File: src/hw/lcia_pkg.sv
// Purpose: shared constants for the laser control, interlock and alarm block
// Assumes: one 250 MHz clock, synchronous active-low reset
// Notes: register offsets are word indexes on the plain register port
package lcia_pkg;
    // ----------------------------------------
    // register offsets
    // ----------------------------------------
    localparam logic [3:0] REG_CTRL = 4'h0;
    localparam logic [3:0] REG_MODE = 4'h1;
    localparam logic [3:0] REG_OMI = 4'h2;
    localparam logic [3:0] REG_ATTEN = 4'h3;
    localparam logic [3:0] REG_ALIAS = 4'h4;
    localparam logic [3:0] REG_STATUS = 4'h5;
    localparam logic [3:0] REG_RFLVL = 4'h6;
    localparam logic [3:0] REG_LIMIT = 4'h7;
    localparam logic [3:0] REG_MEAS = 4'h8;
    localparam logic [3:0] REG_TYPE = 4'h9;
    // ----------------------------------------
    // control field positions
    // ----------------------------------------
    localparam int CTRL_OPT_BIT = 0;
    localparam int CTRL_RF_BIT = 1;
    // ----------------------------------------
    // reset values
    // ----------------------------------------
    localparam logic RST_OPT_EN = 1'b1;
    localparam logic RST_RF_EN = 1'b1;
    localparam logic [1:0] RST_VOFS = 2'h2;
    localparam logic [7:0] RST_OMI = 8'h00;
    localparam logic [7:0] RST_ATTEN = 8'h00;
    // factory optimum omi, half-dB units; value is a plain default
    localparam logic [7:0] FACTORY_OMI = 8'h40;
    // own module type; value is arbitrary
    localparam logic [7:0] OWN_TYPE = 8'h5a;
    // blink half period in cycles
    localparam int BLINK_TIME_MS = 250;
    localparam int CLK_MHZ = 250;
    localparam int BLINK_CYCLES = BLINK_TIME_MS * 1000 * CLK_MHZ;
    // ----------------------------------------
    // enumerations
    // ----------------------------------------
    typedef enum logic [1:0] {
        PM_PRESET,
        PM_SET,
        PM_MANUAL
    } lcia_pmode_e;
    typedef enum logic [1:0] {
        LED_OFF,
        LED_GREEN,
        LED_YELLOW,
        LED_RED
    } lcia_led_e;
endpackage

File: src/hw/lcia_top.sv
// Summary of operation
// - optical enable settable, resets on
// - rf enable settable, resets on
// - optical off forces rf off, locks rf writes
// - rf was on: restored with optical
// - rf was off: stays off after restore
// - valid quick-swap reinitialises all configuration
// - preset uses factory optimum omi
// - set uses stored omi offset
// - manual uses attenuator only, no agc
// - wrong type message rejected, nothing changed
// - measurements compared to stored limits
// - limit crossing lights led, reports fault
// - factory crc minor; alarm, cal major
// - flash, boot, hardware errors major red
// - omi and attenuator in half-dB steps
// - video offset 2..5 dB, default 4
// - firmware crc fail halts, blinks red
//
// Purpose: supervisory interlock, quick-swap and alarm logic
// Assumes: synchronous inputs, register port with one-cycle read data
// Notes: offsets in half-dB units; video offset code 0..3 = 2..5 dB
`timescale 1ns/10ps
module lcia_top
    import lcia_pkg::*;
#(
    parameter int NMEAS = 6,
    parameter int MW = 16,
    parameter int BLINK = BLINK_CYCLES
)
(
    // clock and reset
    input wire logic clock_i,
    input wire logic reset_n_i,
    // register port
    input wire logic [3:0] addr_i,
    input wire logic [31:0] wdata_i,
    input wire logic wr_i,
    input wire logic rd_i,
    output logic [31:0] rdata_o,
    // quick-swap message from control module
    input wire logic qs_valid_i,
    input wire logic [7:0] qs_type_i,
    input wire logic [7:0] qs_alias_i,
    input wire logic qs_rf_en_i,
    input wire logic qs_opt_en_i,
    input wire logic [1:0] qs_pmode_i,
    input wire logic qs_video_i,
    input wire logic [1:0] qs_vofs_i,
    input wire logic [7:0] qs_omi_i,
    input wire logic [7:0] qs_atten_i,
    // measurements and limit table
    input wire logic [NMEAS*MW-1:0] meas_i,
    input wire logic [NMEAS*MW-1:0] high_lim_i,
    input wire logic [NMEAS*MW-1:0] low_lim_i,
    input wire logic [NMEAS-1:0] high_major_i,
    input wire logic [NMEAS-1:0] low_major_i,
    // integrity and error inputs
    input wire logic crc_factory_err_i,
    input wire logic crc_alarm_err_i,
    input wire logic crc_cal_err_i,
    input wire logic flash_err_i,
    input wire logic boot_err_i,
    input wire logic hw_err_i,
    input wire logic fw_crc_err_i,
    // outputs
    output logic opt_en_o,
    output logic rf_en_o,
    output logic agc_en_o,
    output logic [7:0] rf_level_o,
    output lcia_led_e led_o,
    output logic fault_o,
    output logic halt_o,
    output logic qs_reinit_o
);
    // ----------------------------------------
    // configuration state
    // ----------------------------------------
    logic opt_en, next_opt_en;
    logic rf_req, next_rf_req;
    lcia_pmode_e pmode, next_pmode;
    logic video, next_video;
    logic [1:0] vofs, next_vofs;
    logic [7:0] omi, next_omi;
    logic [7:0] atten, next_atten;
    logic [7:0] alias_q, next_alias;
    logic reinit, next_reinit;
    logic qs_ok;

    // message accepted only on matching type
    assign qs_ok = qs_valid_i && (qs_type_i == OWN_TYPE);

    always_comb
    begin
        next_opt_en = opt_en;
        next_rf_req = rf_req;
        next_pmode = pmode;
        next_video = video;
        next_vofs = vofs;
        next_omi = omi;
        next_atten = atten;
        next_alias = alias_q;
        next_reinit = 1'b0;
        if (qs_ok)
        begin
            // whole configuration from the message
            next_alias = qs_alias_i;
            next_opt_en = qs_opt_en_i;
            next_rf_req = qs_rf_en_i;
            next_pmode = (qs_pmode_i == 2'h3) ? PM_PRESET
                       : lcia_pmode_e'(qs_pmode_i);
            next_video = qs_video_i;
            next_vofs = qs_vofs_i;
            next_omi = qs_omi_i;
            next_atten = qs_atten_i;
            next_reinit = 1'b1;
        end
        else if (wr_i)
        begin
            case (addr_i)
                REG_CTRL:
                begin
                    next_opt_en = wdata_i[CTRL_OPT_BIT];
                    // rf write ignored while optical off; remembered
                    // state then decides restore
                    if (opt_en)
                    begin
                        next_rf_req = wdata_i[CTRL_RF_BIT];
                    end
                end
                REG_MODE:
                begin
                    next_pmode = (wdata_i[1:0] == 2'h3) ? pmode
                               : lcia_pmode_e'(wdata_i[1:0]);
                    next_video = wdata_i[2];
                    next_vofs = wdata_i[5:4];
                end
                REG_OMI: next_omi = wdata_i[7:0];
                REG_ATTEN: next_atten = wdata_i[7:0];
                REG_ALIAS: next_alias = wdata_i[7:0];
                default: ;
            endcase
        end
    end

    always_ff @(posedge clock_i)
    begin
        if (!reset_n_i)
        begin
            opt_en <= RST_OPT_EN;
            rf_req <= RST_RF_EN;
            pmode <= PM_PRESET;
            video <= 1'b1;
            vofs <= RST_VOFS;
            omi <= RST_OMI;
            atten <= RST_ATTEN;
            alias_q <= 8'h00;
            reinit <= 1'b0;
        end
        else
        begin
            opt_en <= next_opt_en;
            rf_req <= next_rf_req;
            pmode <= next_pmode;
            video <= next_video;
            vofs <= next_vofs;
            omi <= next_omi;
            atten <= next_atten;
            alias_q <= next_alias;
            reinit <= next_reinit;
        end
    end

    // ----------------------------------------
    // rf level
    // ----------------------------------------
    logic [7:0] next_level;
    logic [7:0] vid_drop;
    logic next_agc;

    always_comb
    begin
        // offset code 0..3 means 2..5 dB, in half-dB units
        vid_drop = video ? (8'(vofs) + 8'h2) << 1 : 8'h00;
        next_agc = 1'b1;
        case (pmode)
            PM_PRESET: next_level = FACTORY_OMI - vid_drop;
            PM_SET: next_level = FACTORY_OMI + omi - vid_drop;
            PM_MANUAL:
            begin
                next_level = atten;
                next_agc = 1'b0;
            end
            default: next_level = FACTORY_OMI;
        endcase
    end

    // ----------------------------------------
    // alarms
    // ----------------------------------------
    logic [NMEAS-1:0] hi, lo;
    logic major, minor, next_fault;
    lcia_led_e next_led;
    logic blink;

    genvar g;
    generate
        for (g = 0; g < NMEAS; g++)
        begin : g_chk
            lcia_lim_chk #(.W(MW)) u_chk (
                .clock_i(clock_i),
                .reset_n_i(reset_n_i),
                .meas_i(meas_i[g*MW +: MW]),
                .high_i(high_lim_i[g*MW +: MW]),
                .low_i(low_lim_i[g*MW +: MW]),
                .high_o(hi[g]),
                .low_o(lo[g])
            );
        end
    endgenerate

    lcia_blink #(.HALF(BLINK)) u_blink (
        .clock_i(clock_i),
        .reset_n_i(reset_n_i),
        .phase_o(blink)
    );

    always_comb
    begin
        major = |(hi & high_major_i) || |(lo & low_major_i)
              || crc_alarm_err_i || crc_cal_err_i
              || flash_err_i || boot_err_i || hw_err_i;
        minor = |(hi & ~high_major_i) || |(lo & ~low_major_i)
              || crc_factory_err_i;
        next_fault = major || minor;
        if (major)
            next_led = LED_RED;
        else if (minor)
            next_led = LED_YELLOW;
        else
            next_led = LED_GREEN;
        if (fw_crc_err_i || halt_o)
            next_led = blink ? LED_RED : LED_OFF;
    end

    // ----------------------------------------
    // registered outputs
    // ----------------------------------------
    logic [31:0] next_rdata;

    always_comb
    begin
        next_rdata = 32'h0;
        if (rd_i)
        begin
            case (addr_i)
                REG_CTRL: next_rdata = {30'h0, rf_req, opt_en};
                REG_MODE: next_rdata = {26'h0, vofs, 1'b0, video, pmode};
                REG_OMI: next_rdata = {24'h0, omi};
                REG_ATTEN: next_rdata = {24'h0, atten};
                REG_ALIAS: next_rdata = {24'h0, alias_q};
                REG_STATUS: next_rdata = {25'h0, halt_o, fault_o,
                                          rf_en_o, led_o, major, minor};
                REG_RFLVL: next_rdata = {24'h0, rf_level_o};
                REG_LIMIT: next_rdata = {16'h0, 16'(hi)};
                REG_MEAS: next_rdata = {16'h0, 16'(lo)};
                REG_TYPE: next_rdata = {24'h0, OWN_TYPE};
                default: next_rdata = 32'h0;
            endcase
        end
    end

    always_ff @(posedge clock_i)
    begin
        if (!reset_n_i)
        begin
            opt_en_o <= RST_OPT_EN;
            rf_en_o <= RST_RF_EN;
            agc_en_o <= 1'b1;
            rf_level_o <= FACTORY_OMI;
            led_o <= LED_GREEN;
            fault_o <= 1'b0;
            halt_o <= 1'b0;
            qs_reinit_o <= 1'b0;
            rdata_o <= 32'h0;
        end
        else
        begin
            opt_en_o <= opt_en;
            rf_en_o <= opt_en && rf_req && !halt_o;
            agc_en_o <= next_agc;
            rf_level_o <= next_level;
            led_o <= next_led;
            fault_o <= next_fault;
            halt_o <= halt_o || fw_crc_err_i;
            qs_reinit_o <= reinit;
            rdata_o <= next_rdata;
        end
    end

    // ----------------------------------------
    // checks
    // ----------------------------------------
    a_rf_interlock: assert property (
        @(posedge clock_i) disable iff (!reset_n_i)
        !opt_en |=> !rf_en_o)
        else $error("rf on while optical off");

    a_rf_restore: assert property (
        @(posedge clock_i) disable iff (!reset_n_i)
        (opt_en && rf_req && !halt_o) |=> rf_en_o)
        else $error("rf not restored");

    a_rf_lock: assert property (
        @(posedge clock_i) disable iff (!reset_n_i)
        (!opt_en && !qs_ok) |=> (rf_req == $past(rf_req)))
        else $error("rf changed while locked");

    a_qs_reject: assert property (
        @(posedge clock_i) disable iff (!reset_n_i)
        (qs_valid_i && qs_type_i != OWN_TYPE && !wr_i)
        |=> $stable(alias_q) && $stable(omi) && !reinit)
        else $error("foreign message applied");

    a_qs_apply: assert property (
        @(posedge clock_i) disable iff (!reset_n_i)
        qs_ok |=> (omi == $past(qs_omi_i)) ##1 qs_reinit_o)
        else $error("message not applied");

    a_manual_noagc: assert property (
        @(posedge clock_i) disable iff (!reset_n_i)
        (pmode == PM_MANUAL) |=> (!agc_en_o && rf_level_o == $past(atten)))
        else $error("manual mode level wrong");

    a_led_major: assert property (
        @(posedge clock_i) disable iff (!reset_n_i)
        (major && !fw_crc_err_i && !halt_o) |=> led_o == LED_RED)
        else $error("major not red");

    a_fault_report: assert property (
        @(posedge clock_i) disable iff (!reset_n_i)
        (crc_factory_err_i && !major) |=> fault_o)
        else $error("fault not reported");

    a_halt_sticky: assert property (
        @(posedge clock_i) disable iff (!reset_n_i)
        fw_crc_err_i |=> halt_o ##1 (halt_o && !rf_en_o))
        else $error("halt not held");
endmodule

File: src/hw/lcia_lim_chk.sv
// Purpose: compares one measurement with a high and a low limit
// Assumes: unsigned measurements
// Notes: one instance per monitored parameter
`timescale 1ns/10ps
module lcia_lim_chk
    import lcia_pkg::*;
#(
    parameter int W = 16
)
(
    // clock and reset
    input wire logic clock_i,
    input wire logic reset_n_i,
    // measurement and limits
    input wire logic [W-1:0] meas_i,
    input wire logic [W-1:0] high_i,
    input wire logic [W-1:0] low_i,
    // result
    output logic high_o,
    output logic low_o
);
    logic next_high;
    logic next_low;

    always_comb
    begin
        next_high = meas_i > high_i;
        next_low = meas_i < low_i;
    end

    always_ff @(posedge clock_i)
    begin
        if (!reset_n_i)
        begin
            high_o <= 1'b0;
            low_o <= 1'b0;
        end
        else
        begin
            high_o <= next_high;
            low_o <= next_low;
        end
    end
endmodule

File: src/hw/lcia_blink.sv
// Purpose: free-running blink toggle for the status LED
// Assumes: half period given in cycles
// Notes: toggles every HALF cycles
`timescale 1ns/10ps
module lcia_blink
    import lcia_pkg::*;
#(
    parameter int HALF = BLINK_CYCLES
)
(
    // clock and reset
    input wire logic clock_i,
    input wire logic reset_n_i,
    // blink phase
    output logic phase_o
);
    logic [31:0] count;
    logic [31:0] next_count;
    logic next_phase;

    always_comb
    begin
        next_count = count + 32'h1;
        next_phase = phase_o;
        if (count >= 32'(HALF - 1))
        begin
            next_count = 32'h0;
            next_phase = !phase_o;
        end
    end

    always_ff @(posedge clock_i)
    begin
        if (!reset_n_i)
        begin
            count <= 32'h0;
            phase_o <= 1'b0;
        end
        else
        begin
            count <= next_count;
            phase_o <= next_phase;
        end
    end
endmodule

File: config.mk
export PLATFORM = sky130hd
export DESIGN_NAME = lcia_top
export DESIGN_NICKNAME = d
export VERILOG_FILES = /design/src/hw/lcia_pkg.sv /design/src/hw/lcia_top.sv /design/src/hw/lcia_lim_chk.sv /design/src/hw/lcia_blink.sv
export SDC_FILE = /design/constraint.sdc
export NUM_CORES = 1
export LEC_CHECK = 0
export ABC_CLOCK_PERIOD_IN_PS = 2600
export BUFFER_PORTS_ARGS = -buffer_cell sky130_fd_sc_hd__buf_2
export CAP_MARGIN = 20
export CORE_AREA = 2 2 167 169
export DETAILED_ROUTE_END_ITERATION = 6
export DIE_AREA = 0 0 169 171
export PLACE_DENSITY = 0.7
export SYNTH_ARGS = -nofsm -noshare
export SYNTH_HDL_FRONTEND = slang
export SYNTH_SLANG_ARGS = --single-unit
File: constraint.sdc
create_clock -name clock_i -period 2.6 [get_ports clock_i]
set_input_delay 0.13 -clock clock_i [delete_from_list [all_inputs] [get_ports clock_i]]
set_output_delay 0.13 -clock clock_i [all_outputs]
set_load 0.03 [all_outputs]
==> Flow_metrics.wiki <==
{| class="wikitable"
! Metric !! Value
|-
| Result of the run || finished clean
|-
| Wire per inst || roughly 16 um
|-
| Number of clock sinks || ~100
|-
| Capture instance of the worst register-to-register path || rf_level_o[7]
|-
| Max Fanout on Critical Path || 6
|-
| H-tree level count || 3
|-
| Count of input and output buffers || between 300 and 400
|-
| Classification of the worst-slack hold path || in -> reg
|-
| Largest family of logic cells by synthesized area || adder cells
|-
| Total buffers and inverters traversed by the critical path || 0
|-
| Post-CTS setup buffer count || 0
|-
| Overall global routing resource usage || 0.219
|-
| Hold violation count in the final report || 0
|-
| X dimension of the die || 169 um
|-
| Share of the yosys chip area belonging to registers || 0.207
|-
| Cell Rows || ~60
|-
| Number of DRC violations after detailed routing || 0
|-
| Parity-gate share of the synthesized area counting xor and xnor cells || 0.0233
|-
| Final cell count without fillers || approximately 2000
|-
| Final Cycle Share || 0.895
|-
| Max IR drop VDD || around 0.32 mV
|-
| Tmin final || 2.33 ns
|-
| Kind of end point of the critical path || flip-flop
|-
| Total of cells resized after clock tree synthesis || 0
|-
| Slowest-stage cell, CP || fa_1
|-
| Leakage dissipation || 6.53 nW
|-
| Worst R2R Start || video
|-
| Area contributors post-synth || ha_1, dfxtp_1, inv_1
|-
| Total negative slack || 0 ns
|-
| EDFF count, synth || 0
|-
| Multiplexer fraction of the synthesized cell area || 0.0341
|-
| TritonCTS clock tree || yes
|-
| Setup repair after global routing missed its margin || no
|-
| DP Wirelength || about 28000 um
|-
| Number of warnings printed during yosys synthesis || 0
|-
| Most used DFF post-synth || dfxtp_1
|-
| Total Nets Final || approximately 2200
|-
| Wire length of the first global-routing pass || roughly 50000 um
|-
| Proportion of layout cells with a drive suffix above 1 || 0.267
|-
| Number of unique standard cell types used by synthesis || a little under 70
|-
| Kind of cell with the highest combined delay on the critical path || adder cells
|-
| Pin count of the biggest net entering global routing || 63
|-
| Fraction of the mapped netlist area in adder cells || 0.254
|-
| Overall power consumption || 4.33 mW
|-
| Core ar. || approximately 0.027 mm2
|-
| Number of register bits inferred by synthesis || 101
|-
| Area of placed instances || ~0.012 mm2
|-
| Initial antenna violation count || 3
|-
| Die outline height || 171 um
|-
| Pwr Density || 352 mW/mm2
|-
| Maximum number of buffers from clock root to sink || 2
|-
| Syn avg cell area || between 7 and 8 um2
|-
| Area share of the largest cell type after synthesis || 0.252
|-
| CTS root buf || clkbuf_16
|-
| Number of gates on the worst path with buffers counted || 8
|-
| Detailed-route via count || a little over 10000
|-
| Effective utilization at floorplan || 0.358
|-
| Most common library cell in the layout ignoring fill and taps || buf_2
|-
| Launching instance or port of the critical path || video
|-
| Gate count of the mapped netlist || 1244
|-
| Area enclosed by the die boundary || between 0.02 and 0.03 mm2
|-
| Startpoint kind of the worst setup timing path || flip-flop
|-
| Number of global-route vias before repair || about 10000
|-
| Worst path arrival time || approximately 2.6 ns
|-
| Count of endpoints failing setup in the final report || 0
|-
| Most frequent cells in the layout || buf_2, inv_1, ha_1
|-
| Fraction of registers with async set/reset || 0
|-
| Cell type contributing the most total cell area after synthesis || ha_1
|-
| Number of buffers created by CTS || 9
|-
| Aggregate global routing overflow || 0
|-
| Cells traversed along the worst timing path || nand2b_1 -> ha_1 -> fa_1 -> a211oi_1 -> o21bai_1 -> a21oi_1 -> xor2_1 -> o21ai_0
|-
| Measured slew at the worst slew-check pin || between 0.9 and 1 ns
|-
| Critical Path Sink || rf_level_o[7]
|-
| Clock slew at reported path FFs || ~0.08 ns
|-
| Diodes inserted || 0
|-
| Clock Skews || slightly below 0.005 ns
|-
| Detailed Route WL || roughly 32000 um
|-
| Final Max Tran Viols || 0
|-
| Maximum cell stage delay along the critical path || 0.49 ns
|-
| Post-DRT Antenna Nets || 0
|-
| Worst skew pair latency || ~0.36 ns
|-
| Number of cells traversed by the worst register-to-register path || 8
|-
| Post-synthesis instance area || 0.00977 mm2
|-
| Detailed router's first-iteration violation count || about 520
|-
| Area growth from synthesis to final layout || 25.8%
|-
| Number of buffers added to fix hold violations after cts || 0
|-
| Number of detailed-routing iterations run before antenna repair || 5
|-
| Compound-Gate Fraction of Synth Area || 0.180
|-
| Category of the critical setup timing path || reg -> reg
|-
| Placed cell count || roughly 2000
|-
| GP Congestion || between 0.9 and 1
|-
| Tightest hold margin || 0.0226 ns
|-
| Relative slew slack || 0.348
|-
| Simple-gate share of the synthesized area || 0.185
|-
| Achievable Freq || around 430 MHz
|-
| Final design instance area without fill || 0.0123 mm2
|-
| Total of max-cap violations || 0
|-
| Slack of the worst reg-to-reg path || ~0.27 ns
|-
| Required time of the critical path || roughly 2.9 ns
|-
| Number of top-level pins || 435
|-
| Via density || 5.16
|}
## cells by family after synthesis
logic type                 Yosys count
and+or+nand+nor                    348
xor gates and xnor gates            26
buffers and inverters              268
muxes                               30
DFF                                101
adders and majority gates          198
AOI/OAI and AO/OA                  272
other                                1
## how the worst min path moves through the flow
stage / startpoint / endpoint / slack (ns) / cells past startpoint
after floorplan: fw_crc_err_i / halt_o / 0.26 / 2
after global placement: fw_crc_err_i / halt_o / 0.38 / 3
after detailed placement: fw_crc_err_i / halt_o / 0.39 / 3
after CTS: fw_crc_err_i / halt_o / 0.006 / 3
after global routing: fw_crc_err_i / halt_o / 0.02 / 3
final: fw_crc_err_i / halt_o / 0.02 / 3
## flip-flops by register name (all words and copies together) (netlist names), 2 cells and up
signal              flops
vofs                    2
pmode                   2
alias_q                 8
rdata_o                 8
atten                   8
u_blink.count          32
g_chk.u_chk.low_o       6
omi                     8
rf_level_o              8
g_chk.u_chk.high_o      6
led_o                   2
## synth_stat cells, types with 4 or more instances
| library cell | instances |
|---|---|
| and4_1 | 13 |
| nor3b_1 | 4 |
| ha_1 | 197 |
| nand3_1 | 41 |
| nor3_1 | 5 |
| nand2_1 | 72 |
| a22oi_1 | 9 |
| a311oi_1 | 9 |
| xor2_1 | 18 |
| buf_2 | 8 |
| or4_1 | 5 |
| o211ai_1 | 10 |
| o31ai_1 | 7 |
| a211oi_1 | 32 |
| a31oi_1 | 13 |
| buf_4 | 25 |
| dfxtp_1 | 101 |
| o22ai_1 | 8 |
| a222oi_1 | 4 |
| xnor2_1 | 8 |
| clkbuf_1 | 19 |
| a2111oi_0 | 6 |
| nand3b_1 | 5 |
| a21o_1 | 10 |
| a21oi_1 | 82 |
| o21ai_0 | 49 |
| mux2i_1 | 22 |
| a221oi_1 | 8 |
| inv_1 | 210 |
| nand2b_1 | 7 |
| nor2_1 | 95 |
| nor2b_1 | 27 |
| mux2_2 | 6 |
| and3_1 | 16 |
| nand4_1 | 40 |
## metrics by stage
stage	utilization	setup slack (ns)
after CTS	0.450	0.262
final	0.450	0.274
after global placement	0.439	0.277
after detailed placement	0.439	0.285
after floorplan	-	0.459
after global routing	0.450	0.138
## routing by layer
| metal | global-route usage | vias to the layer above | share of wire |
|---|---|---|---|
| met5 | 0 | - | 0.0011 |
| met4 | 0.0766 | 6 | 0.032 |
| met3 | 0.0636 | 69 | 0.073 |
| met2 | 0.380 | 347 | 0.48 |
| met1 | 0.259 | 4653 | 0.41 |
| li1 | - | 5109 | - |
## worst min-delay path, cell delays in order
cell and delay, ns:
buf_2 0.10, nor2_1 0.05, nor2_1 0.07
## area by class of cell
class / instances / area, um2
fillers: 2787 / 15000
multi-input cells: 904 / 6740
flip-flops and latches: 101 / 2020
repair buffers: 395 / 2000
inverters: 211 / 792
well taps: 346 / 433
clock buffers: 9 / 225
clock inverters: 7 / 86.3
## power by group
part           switching (mW)  internal, mW  total, mW
Sequential             0.0503          1.59       1.64
Combinational           0.688         0.576       1.26
Clock                   0.726         0.698       1.42
Total                    1.46          2.86       4.33
No activity file was read; power rests on OpenSTA's default activity.
